==> src/hdl/mmap_pkg.sv <==
// Package for the memory map control and arbiter block
package mmap_pkg;
    // ----------------------------------------
    // Register map (byte addresses)
    // ----------------------------------------
    localparam logic [7:0]  MMAP_OFS_PAGE     = 8'h30;
    localparam logic [7:0]  MMAP_OFS_MODE     = 8'h32;
    localparam logic [7:0]  MMAP_OFS_VISCTL   = 8'h33;
    localparam logic [7:0]  MMAP_OFS_DBGPAGE  = 8'h34;
    localparam logic [7:0]  MMAP_OFS_STATUS   = 8'h38;
    localparam logic [7:0]  MMAP_VISCTL_RST   = 8'h00;
    localparam logic [3:0]  MMAP_PAGE_RST     = 4'he;
    localparam logic [3:0]  MMAP_DBGPAGE_RST  = 4'h0;
    localparam int          MMAP_VIS_BIT      = 0;
    // ----------------------------------------
    // Global map
    // ----------------------------------------
    localparam logic [17:0] MMAP_REG_TOP      = 18'h003ff;
    localparam logic [17:0] MMAP_INFO_LO      = 18'h00400;
    localparam logic [17:0] MMAP_INFO_HI      = 18'h0047f;
    localparam logic [17:0] MMAP_UNIMP_HI     = 18'h007ff;
    localparam logic [17:0] MMAP_RAM_LO       = 18'h00800;
    localparam logic [18:0] MMAP_FLASH_END    = 19'h40000;
    localparam logic [17:0] MMAP_FLASH_TOP    = 18'h3ffff;
    localparam logic [17:0] MMAP_DBG_GLO_LO   = 18'h3ff00;
    // ----------------------------------------
    // Local map
    // ----------------------------------------
    localparam logic [1:0]  MMAP_BLK_WINDOW   = 2'h2;
    localparam logic [3:0]  MMAP_PAGE_FIX0    = 4'hc;
    localparam logic [3:0]  MMAP_PAGE_FIX1    = 4'hd;
    localparam logic [3:0]  MMAP_PAGE_TOP     = 4'hf;
    localparam logic [7:0]  MMAP_DBG_LOC_HI   = 8'hff;
    localparam logic [7:0]  MMAP_DBG_ALT_HI   = 8'hbf;
    localparam logic [3:0]  MMAP_PAGE_HI_NIB  = 4'hf;
    // ----------------------------------------
    // Arbitration
    // ----------------------------------------
    localparam int          MMAP_DBG_WAIT_MAX = 128;

    typedef enum logic [2:0] {
        MMAP_TGT_REG,
        MMAP_TGT_INFO,
        MMAP_TGT_RAM,
        MMAP_TGT_FLASH,
        MMAP_TGT_DBG,
        MMAP_TGT_NONE
    } mmap_tgt_e;

    typedef struct packed {
        logic        req;
        logic        wr;
        logic        word;
        logic [15:0] addr;
        logic [15:0] wdata;
    } mmap_req_s;

    typedef struct packed {
        logic        valid;
        mmap_tgt_e   tgt;
        logic [17:0] gaddr;
    } mmap_dec_s;
endpackage
==> src/hdl/mmap_core.sv <==
// Memory map control: registers, decode, arbitration and routing
//
// The Avalon-MM register port was left to the implementer.
`timescale 1ns/1ps
`default_nettype none
module mmap_core
    import mmap_pkg::*;
#(
    parameter int RAM_BYTES   = 2048,
    parameter int FLASH_BYTES = 32768
) (
    // Clock and reset
    input  wire logic        CORE_CLK,
    input  wire logic        RESET_N,
    // Avalon-MM register slave
    input  wire logic [7:0]  AVS_ADDRESS,
    input  wire logic        AVS_READ,
    input  wire logic        AVS_WRITE,
    input  wire logic [3:0]  AVS_BYTEENABLE,
    input  wire logic [31:0] AVS_WRITEDATA,
    output logic [31:0]      AVS_READDATA,
    output logic             AVS_WAITREQUEST,
    // Mode pin and debug state
    input  wire logic        MODE_PIN,
    input  wire logic        DBG_ACTIVE,
    input  wire logic        DBG_PAGE_EN,
    input  wire logic        CPU_FW_CMD,
    input  wire logic        DBG_HW_CMD,
    // Paged call/return special page access
    input  wire logic        CPU_PAGE_WR,
    input  wire logic [3:0]  CPU_PAGE_WDATA,
    output logic [3:0]       CPU_PAGE_RDATA,
    // CPU master
    input  wire mmap_req_s   CPU_REQ,
    output logic             CPU_GRANT,
    output logic [15:0]      CPU_RDATA,
    // Debug master
    input  wire mmap_req_s   DBG_REQ,
    input  wire logic        DBG_CYCLE,
    output logic             DBG_GRANT,
    output logic [15:0]      DBG_RDATA,
    // Target bus
    output logic             TGT_VALID,
    output mmap_tgt_e        TGT_SEL,
    output logic [17:0]      TGT_ADDR,
    output logic             TGT_WR,
    output logic [15:0]      TGT_WDATA,
    input  wire logic [15:0] TGT_RDATA,
    input  wire logic        TGT_DONE,
    // System
    output logic             ILLEGAL_RESET,
    output logic             SPECIAL_MODE,
    output logic             EXT_BUS_EN,
    output logic             IRQ
);
    // ----------------------------------------
    // State
    // ----------------------------------------
    logic [7:0]  visctl_ff;
    logic [3:0]  page_ff;
    logic [3:0]  dbg_page_ff;
    logic        mode_ff;
    logic        rst_seen_ff;
    logic [7:0]  wait_ff;
    logic        dbg_prio_ff;
    logic        owner_dbg_ff;
    logic        busy_ff;
    logic        ack_ff;
    logic [31:0] rdata_ff;
    logic        illegal_ff;
    logic        byte_hi_ff;
    logic [15:0] cpu_rdata_ff;
    logic [15:0] dbg_rdata_ff;

    mmap_dec_s   cpu_dec;
    mmap_dec_s   dbg_dec;
    logic [3:0]  dbg_idx;
    logic        dbg_use_own;
    logic        pick_dbg;
    logic        start;
    mmap_dec_s   sel_dec;
    mmap_req_s   sel_req;
    logic [31:0] nxt_rdata;
    logic        wr_lo_ok;
    logic        acc;

    // ----------------------------------------
    // Decoders
    // ----------------------------------------
    mmap_decode #(
        .RAM_BYTES   (RAM_BYTES),
        .FLASH_BYTES (FLASH_BYTES)
    ) u_cpu_dec (
        .local_addr (CPU_REQ.addr),
        .req        (CPU_REQ.req),
        .page_idx   (page_ff),
        .dbg_active (DBG_ACTIVE),
        .dbg_cycle  (1'b0),
        .info_vis   (visctl_ff[MMAP_VIS_BIT]),
        .dec        (cpu_dec)
    );

    // Debug page index only for enabled firmware or hardware commands
    assign dbg_use_own = DBG_PAGE_EN && (CPU_FW_CMD || DBG_HW_CMD);
    assign dbg_idx     = dbg_use_own ? dbg_page_ff : page_ff;

    mmap_decode #(
        .RAM_BYTES   (RAM_BYTES),
        .FLASH_BYTES (FLASH_BYTES)
    ) u_dbg_dec (
        .local_addr (DBG_REQ.addr),
        .req        (DBG_REQ.req),
        .page_idx   (dbg_idx),
        .dbg_active (DBG_ACTIVE),
        .dbg_cycle  (DBG_CYCLE),
        .info_vis   (visctl_ff[MMAP_VIS_BIT]),
        .dec        (dbg_dec)
    );

    // ----------------------------------------
    // Operating mode
    // ----------------------------------------
    // Pin is sampled at the first edge after release, never in reset
    always_ff @(posedge CORE_CLK or negedge RESET_N) begin
        if (!RESET_N) begin
            mode_ff     <= 1'b0;
            rst_seen_ff <= 1'b0;
        end else if (!rst_seen_ff) begin
            mode_ff     <= MODE_PIN;
            rst_seen_ff <= 1'b1;
        end
    end

    assign SPECIAL_MODE = rst_seen_ff ? mode_ff : MODE_PIN;
    assign EXT_BUS_EN   = 1'b0;
    assign IRQ          = 1'b0;

    // ----------------------------------------
    // Avalon-MM slave: one wait cycle, then acknowledge
    // ----------------------------------------
    assign acc             = AVS_READ || AVS_WRITE;
    assign AVS_WAITREQUEST = acc && !ack_ff;
    // Write lands only at the edge that ends the acknowledge cycle
    assign wr_lo_ok        = AVS_WRITE && ack_ff && AVS_BYTEENABLE[0];

    always_ff @(posedge CORE_CLK or negedge RESET_N) begin
        if (!RESET_N) begin
            ack_ff <= 1'b0;
        end else begin
            ack_ff <= acc && !ack_ff;
        end
    end

    always_comb begin
        nxt_rdata = 32'h0;
        case (AVS_ADDRESS)
            MMAP_OFS_PAGE:    nxt_rdata = {24'h0, MMAP_PAGE_HI_NIB, page_ff};
            MMAP_OFS_MODE:    nxt_rdata = {24'h0, SPECIAL_MODE, 7'h0};
            MMAP_OFS_VISCTL:  nxt_rdata = {24'h0, visctl_ff};
            MMAP_OFS_DBGPAGE: nxt_rdata = {28'h0, dbg_page_ff};
            MMAP_OFS_STATUS:  nxt_rdata = {29'h0, dbg_prio_ff, owner_dbg_ff, busy_ff};
            default:          nxt_rdata = 32'h0;
        endcase
    end

    always_ff @(posedge CORE_CLK or negedge RESET_N) begin
        if (!RESET_N) begin
            rdata_ff <= 32'h0;
        end else if (AVS_READ && !ack_ff) begin
            rdata_ff <= nxt_rdata;
        end
    end

    assign AVS_READDATA = rdata_ff;

    // ----------------------------------------
    // Registers
    // ----------------------------------------
    always_ff @(posedge CORE_CLK or negedge RESET_N) begin
        if (!RESET_N) begin
            visctl_ff <= MMAP_VISCTL_RST;
        end else if (wr_lo_ok && AVS_ADDRESS == MMAP_OFS_VISCTL) begin
            visctl_ff <= {7'h0, AVS_WRITEDATA[MMAP_VIS_BIT]};
        end
    end

    // Special call/return access wins over a bus write in the same cycle
    always_ff @(posedge CORE_CLK or negedge RESET_N) begin
        if (!RESET_N) begin
            page_ff <= MMAP_PAGE_RST;
        end else if (CPU_PAGE_WR) begin
            page_ff <= CPU_PAGE_WDATA;
        end else if (wr_lo_ok && AVS_ADDRESS == MMAP_OFS_PAGE) begin
            page_ff <= AVS_WRITEDATA[3:0];
        end
    end

    assign CPU_PAGE_RDATA = page_ff;

    always_ff @(posedge CORE_CLK or negedge RESET_N) begin
        if (!RESET_N) begin
            dbg_page_ff <= MMAP_DBGPAGE_RST;
        end else if (wr_lo_ok && AVS_ADDRESS == MMAP_OFS_DBGPAGE) begin
            dbg_page_ff <= AVS_WRITEDATA[3:0];
        end
    end

    // ----------------------------------------
    // Arbitration
    // ----------------------------------------
    // Debug stall counter; wait_ff saturates past the limit
    always_ff @(posedge CORE_CLK or negedge RESET_N) begin
        if (!RESET_N) begin
            wait_ff     <= 8'h0;
            dbg_prio_ff <= 1'b0;
        end else if (!DBG_REQ.req || (start && pick_dbg)) begin
            wait_ff     <= 8'h0;
            dbg_prio_ff <= 1'b0;
        end else begin
            if (wait_ff != 8'hff) begin
                wait_ff <= wait_ff + 8'h1;
            end
            if (wait_ff >= 8'(MMAP_DBG_WAIT_MAX)) begin
                dbg_prio_ff <= 1'b1;
            end
        end
    end

    // A transfer in flight finishes first, so the CPU stalls after its operation
    assign pick_dbg = DBG_REQ.req && (!CPU_REQ.req || dbg_prio_ff);
    assign start    = !busy_ff && (CPU_REQ.req || DBG_REQ.req);
    assign sel_req  = owner_dbg_ff ? DBG_REQ : CPU_REQ;
    assign sel_dec  = owner_dbg_ff ? dbg_dec : cpu_dec;

    always_ff @(posedge CORE_CLK or negedge RESET_N) begin
        if (!RESET_N) begin
            busy_ff      <= 1'b0;
            owner_dbg_ff <= 1'b0;
        end else if (start) begin
            busy_ff      <= 1'b1;
            owner_dbg_ff <= pick_dbg;
        end else if (busy_ff && (TGT_DONE || sel_dec.tgt == MMAP_TGT_NONE)) begin
            busy_ff <= 1'b0;
        end
    end

    // Unimplemented targets are never put on the bus; debug gets a dummy end
    assign TGT_VALID = busy_ff && sel_dec.tgt != MMAP_TGT_NONE;
    assign TGT_SEL   = sel_dec.tgt;
    assign TGT_ADDR  = sel_dec.gaddr;
    assign TGT_WR    = sel_req.wr;
    assign TGT_WDATA = sel_req.wdata;
    assign CPU_GRANT = busy_ff && !owner_dbg_ff &&
                       (TGT_DONE || sel_dec.tgt == MMAP_TGT_NONE);
    assign DBG_GRANT = busy_ff && owner_dbg_ff &&
                       (TGT_DONE || sel_dec.tgt == MMAP_TGT_NONE);

    // ----------------------------------------
    // Read data and byte swapping
    // ----------------------------------------
    always_ff @(posedge CORE_CLK or negedge RESET_N) begin
        if (!RESET_N) begin
            byte_hi_ff <= 1'b0;
        end else if (start) begin
            byte_hi_ff <= !pick_dbg && !CPU_REQ.word && !CPU_REQ.addr[0];
        end
    end

    // Even byte reads arrive on the high lane; CPU expects low lane
    always_ff @(posedge CORE_CLK or negedge RESET_N) begin
        if (!RESET_N) begin
            cpu_rdata_ff <= 16'h0;
            dbg_rdata_ff <= 16'h0;
        end else if (busy_ff && TGT_DONE) begin
            if (owner_dbg_ff) begin
                dbg_rdata_ff <= TGT_RDATA;
            end else if (byte_hi_ff) begin
                cpu_rdata_ff <= {8'h0, TGT_RDATA[15:8]};
            end else begin
                cpu_rdata_ff <= TGT_RDATA;
            end
        end
    end

    assign CPU_RDATA = cpu_rdata_ff;
    assign DBG_RDATA = dbg_rdata_ff;

    // ----------------------------------------
    // Illegal access reset
    // ----------------------------------------
    // Firmware commands and the debug master are exempt
    always_ff @(posedge CORE_CLK or negedge RESET_N) begin
        if (!RESET_N) begin
            illegal_ff <= 1'b0;
        end else begin
            illegal_ff <= busy_ff && !owner_dbg_ff && !CPU_FW_CMD &&
                          sel_dec.tgt == MMAP_TGT_NONE;
        end
    end

    assign ILLEGAL_RESET = illegal_ff;
endmodule
`default_nettype wire

==> src/hdl/mmap_decode.sv <==
// Local to global address translation and region decode
`timescale 1ns/1ps
`default_nettype none
module mmap_decode
    import mmap_pkg::*;
#(
    parameter int RAM_BYTES   = 2048,
    parameter int FLASH_BYTES = 32768
) (
    // Access
    input  wire logic [15:0] local_addr,
    input  wire logic        req,
    input  wire logic [3:0]  page_idx,
    input  wire logic        dbg_active,
    input  wire logic        dbg_cycle,
    input  wire logic        info_vis,
    // Result
    output mmap_dec_s        dec
);
    localparam logic [17:0] RAM_HI   = MMAP_UNIMP_HI + 18'(RAM_BYTES);
    localparam logic [17:0] FLASH_LO = 18'(MMAP_FLASH_END - 19'(FLASH_BYTES));

    logic [3:0]  page;
    logic [17:0] ga;
    logic        dbg_hit;

    always_comb begin
        case (local_addr[15:14])
            2'h0:    page = MMAP_PAGE_FIX0;
            2'h1:    page = MMAP_PAGE_FIX1;
            2'h2:    page = page_idx;
            default: page = MMAP_PAGE_TOP;
        endcase
    end

    // Page placed above the low fourteen bits
    assign ga = {page, local_addr[13:0]};

    // Debug resources overlay only on debug cycles while active
    always_comb begin
        dbg_hit = 1'b0;
        if (dbg_active && dbg_cycle) begin
            if (local_addr[15:8] == MMAP_DBG_LOC_HI) begin
                dbg_hit = 1'b1;
            end else if (local_addr[15:8] == MMAP_DBG_ALT_HI &&
                         page_idx == MMAP_PAGE_HI_NIB) begin
                dbg_hit = 1'b1;
            end
        end
    end

    always_comb begin
        dec.valid = req;
        dec.gaddr = ga;
        if (dbg_hit) begin
            dec.tgt = MMAP_TGT_DBG;
        end else if (ga <= MMAP_REG_TOP) begin
            dec.tgt = MMAP_TGT_REG;
        end else if (ga >= MMAP_INFO_LO && ga <= MMAP_INFO_HI) begin
            dec.tgt = info_vis ? MMAP_TGT_INFO : MMAP_TGT_NONE;
        end else if (ga <= MMAP_UNIMP_HI) begin
            dec.tgt = MMAP_TGT_NONE;
        end else if (ga >= MMAP_RAM_LO && ga <= RAM_HI) begin
            dec.tgt = MMAP_TGT_RAM;
        end else if (ga >= FLASH_LO && ga <= MMAP_FLASH_TOP) begin
            dec.tgt = MMAP_TGT_FLASH;
        end else begin
            dec.tgt = MMAP_TGT_NONE;
        end
    end
endmodule
`default_nettype wire

==> config.mk <==
export PLATFORM = sky130hd
export DESIGN_NAME = mmap_core
export DESIGN_NICKNAME = d
export VERILOG_FILES = /design/src/hdl/mmap_pkg.sv /design/src/hdl/mmap_core.sv /design/src/hdl/mmap_decode.sv
export SDC_FILE = /design/constraint.sdc
export NUM_CORES = 1
export LEC_CHECK = 0
export BUFFER_PORTS_ARGS = -buffer_cell sky130_fd_sc_hd__buf_4
export CORE_UTILIZATION = 38
export DETAILED_ROUTE_END_ITERATION = 10
export HOLD_SLACK_MARGIN = 0.15
export PLACE_DENSITY_LB_ADDON = 0.2
export SLEW_MARGIN = 25
export SYNTH_ARGS = -nofsm -noshare
export SYNTH_HDL_FRONTEND = slang
export SYNTH_SLANG_ARGS = --single-unit
==> constraint.sdc <==
create_clock -name CORE_CLK -period 1.7 [get_ports CORE_CLK]
set_input_delay 0.085 -clock CORE_CLK [delete_from_list [all_inputs] [get_ports CORE_CLK]]
set_output_delay 0.085 -clock CORE_CLK [all_outputs]
set_load 0.005 [all_outputs]
==> metrics.md <==
| Metric | Value |
|---|---|
| Worst Skew | 0.009732 ns |
| Largest net degree at the start of global routing | 39 |
| FF-to-FF End | busy_ff$_DFFE_PN0P_ |
| CP max FO | 2 |
| Worst setup path class | flop to output pin |
| Reg2reg start | CPU_PAGE_RDATA[3]$_DFFE_PN1P_ |
| Antenna violations before repair | 1 |
| WP buf/inv | 1 |
| Hpwl dp | 8.914 mm |
| Post-DRT Antenna Nets | 0 |
| Clock Tree Buf Depth | 2 |
| Cells along the critical path | or4_4, nor4_4, a21o_4, o21ai_2, o21ba_1, buf_4 |
| Die area | 10,250 um^2 |
| Post-synth EDFFs | 0 |
| Mapped Cells | 375 |
| Fin crit period | 2.131 ns |
| Setup crit start | CPU_PAGE_RDATA[1]$_DFFE_PN1P_ |
| Critical-path top delay cell | or4_4 |
| Placeable core area | 9371 um^2 |
| H-tree Lvls | 3 |
| Nets | 791 |
| Largest cells by area after synthesis | dfrtp_1 (40%), mux2_2 (17%), buf_4 (6.0%) |
| Clock Power Share | 0.220 |
| Most common cell in the netlist | dfrtp_1 |
| Initial core utilization | 0.3993 |
| Max Fclk | 0.4692 GHz |
| CP endpoint | TGT_VALID |
| Post-synthesis sequential area ratio | 0.4223 |
| CTS tree | done |
| Worst Hold Depth | 3 |
| Period Utilization, post-route | 1.254 |
| Reg2reg path depth | 7 |
| Via/cell ratio | 4.833 |
| Asr flop ratio synth | 1.000 |
| Relative slew margins | 0.6579 |
| Number of I/O pins | 260 |
| Final setup fails | 7 |
| Switching power | 1950 uW |
| Area growth, synth to finish | 66.10% |
| Iteration count of the initial detailed-routing pass | 4 |
| Worst path depth | 6 |
| GRT Total Usage | 0.2258 |
| Slew @ Worst Pin | 0.5131 ns |
| First-pass GRT wire length | 17.71 mm |
| Worst Setup End Kind | output pin |
| Total number of vias | 3,755 |
| IO Port Bufs | 201 |
| Final Util | 0.6633 |
| Vias in the first global route | 3,589 |
| Number of placement rows | 35 |
| Min-Delay Path Class | input port to flop |
| Reg clk slew, reported paths | 0.07 ns |
| GP Congestion | 0.9033 |
| Post-Place Worst Slack | -0.08559 ns |
| Inst Count DP | 715 |
| WP data required | 1.62 ns |
| Grt ovf | 0 |
| Int Pwr | 4506 uW |
| Share of layout cells above drive strength 1 | 0.4992 |
| Maximum vdd drop | 878.7 uV |
| Largest stage delay, worst path | 0.55 ns |
| Chip width | 101.2 um |
| Mapped Area | 3742 um^2 |
| Root buf cell | clkbuf_8 |
| Sw frac | 0.3021 |
| Worst-skew pair later-pin latency | 0.34 ns |
| Filler instances | 804 |
| Yosys cell types | 51 |
| CTS sink cnt | 63 |
| Flops & latches, synth | 63 |
| Placed Area | 5480 um^2 |
| Routed WL | 12.05 mm |
| Setup crit start kind | flop |
| R2R setup slack | -0.09 ns |
| Failing checks | setup timing |
| Unrepaired setup endpoints after global routing | true |
| Syn avg cell area | 9.980 um^2 |
| Maximum Capacitance Violations | 0 |
| Pins over their slew limit | 0 |
| P_leak | 0.003030 uW |
| Yosys warns | 0 |
| DIE HEIGHT | 101.2 um |
| Reg power frac | 0.337 |
| Share of the synthesized area in the top cell type | 0.4012 |
| Total negative slack | -2.410 ns |
| Final Cell Area | 6216 um^2 |
| Outcome | finished, violations left |
| Logic pwr share | 0.444 |
| Drc violations | 0 |
| Final worst setup slack | -0.4314 ns |
| Pwr Density | 1039 nW/um^2 |
| Crit-path leading delay family | simple AND/OR/NAND/NOR gates |
| Routed length per instance | 15.51 um |
| CTS buffer count | 9 |
| Initial drt markers | 132 |
| Top post-synthesis cells by count | dfrtp_1 (60), mux2_2 (56), nand2_1 (44) |
| Worst EP arrival | 2.05 ns |
| Post-Layout Cell Count | 777 |
| Hold Violations, Final | 0 |
| Top_reg_cell synth | dfrtp_1 |
| Dominant cell type by area after synthesis | dfrtp_1 |
[worst min-delay path by stage]
stage	from	end	slack (ns)
after floorplan	RESET_N	AVS_READDATA[0]$_DFFE_PN0P_	-0.21
after global placement	RESET_N	AVS_READDATA[6]$_DFFE_PN0P_	0.08
after detailed placement	RESET_N	AVS_READDATA[6]$_DFFE_PN0P_	0.09
after CTS	AVS_ADDRESS[2]	AVS_READDATA[6]$_DFFE_PN0P_	0.15
after global routing	AVS_ADDRESS[0]	AVS_READDATA[7]$_DFFE_PN0P_	0.19
final	AVS_ADDRESS[0]	AVS_READDATA[7]$_DFFE_PN0P_	0.17
[routing by layer]
layer	track usage	part of all wire	up-vias	wire, um
met5	0	0	-	0
met4	0.07804	0.019	0	225
met3	0.04279	0.058	19	701
met2	0.4186	0.53	141	6398
met1	0.2592	0.39	1774	4729
li1	-	-	1821	-
[placed cells by master, fill, tap and decap left out, types with 2 or more instances in the layout]
cell	netlist	routed
nor3_1	6	6
mux2_2	56	56
nor4b_1	2	2
inv_1	5	5
nor2b_1	4	4
dfstp_2	3	3
a21oi_2	0	3
clkbuf_8	0	10
buf_4	30	227
a211oi_1	4	3
nor2_1	23	23
clkbuf_1	12	2
mux2i_1	16	16
a22o_1	5	5
o22a_1	2	2
xor2_1	2	2
a21oi_1	12	9
a31oi_1	4	4
nor3b_1	3	3
buf_6	0	2
or4_4	1	2
dlygate4sd3_1	0	42
nand3_1	10	10
conb_1	2	27
o211ai_1	2	2
bufinv_16	0	2
ha_1	2	2
o21ai_0	28	27
buf_12	0	3
nand2_1	44	43
o31ai_1	3	2
dfrtp_1	60	59
nand2b_1	6	6
o21ai_1	3	3
nand4_1	2	2
[cell families (layout without fill, tap and decap cells)]
kind of cell,count (synthesis),in the layout,share of synthesized area
AND/OR/NAND/NOR,111,111,0.1495
AO/OA/AOI/OAI,72,72,0.1210
multiplexers,72,72,0.2113
flip-flops,63,63,0.4223
buffers and inverters,50,297,0.08024
XOR/XNOR,3,3,0.007022
adder cells (fa/ha/maj),2,2,0.006686
other,2,28,0.002007
[repair_timing]
action,4_1_cts,5_1_grt
setup endpoints to repair,10,14
hold buffers,42,0
endpoints found under the hold margin,111,0
gates resized for setup,12,4
cloned,1,0
setup buffers,2,1
pin swaps,5,2
[stage by stage]
stage,hold slack (ns),power [uW]
after floorplan,-0.2106,3307
after detailed placement,0.08695,4843
final,0.1730,6456
after global routing,0.1919,6826
after global placement,0.08329,4797
after CTS,0.1531,6463
[flip-flops by register name, indices dropped and copies added, names as in the netlist]
name / flops
visctl_ff: 1
byte_hi_ff: 1
CPU_RDATA: 16
wait_ff: 8
rst_seen_ff: 1
ILLEGAL_RESET: 1
ack_ff: 1
dbg_page_ff: 4
AVS_READDATA: 6
dbg_prio_ff: 1
mode_ff: 1
DBG_RDATA: 16
owner_dbg_ff: 1
busy_ff: 1
CPU_PAGE_RDATA: 4
[worst reg2reg max path, delay by kind of cell (launching register included)]
kind,cells,cell delay (ns)
flip-flops,1,0.37
AO/OA/AOI/OAI,2,0.52
buffers and inverters,3,0.43
AND/OR/NAND/NOR,2,0.37
[final cells by class]
type / count / area (um^2) / share of cell area
diodes: 1 / 2.502 / 0.0004026
clock buffers: 12 / 145.1 / 0.02335
clock inverters: 3 / 67.56 / 0.01087
inverters: 7 / 27.53 / 0.004428
multi-input cells: 287 / 1996 / 0.3211
flip-flops and latches: 63 / 1582 / 0.2544
well taps: 129 / 161.4 / 0.02597
repair buffers: 275 / 2235 / 0.3595
[power groups by stage]
| stage | clock network [uW] | registers, uW | logic, uW |
|---|---|---|---|
| 6_report | 1420 | 2170 | 2860 |
| 3_5_place_dp | 0 | 2190 | 2660 |
| 5_1_grt | 1510 | 2220 | 3090 |
| 3_3_place_gp | 0 | 2170 | 2630 |
| 2_1_floorplan | 0 | 2190 | 1110 |
| 4_1_cts | 1450 | 2170 | 2840 |
Note: power is estimated with default switching activity, not from simulation.
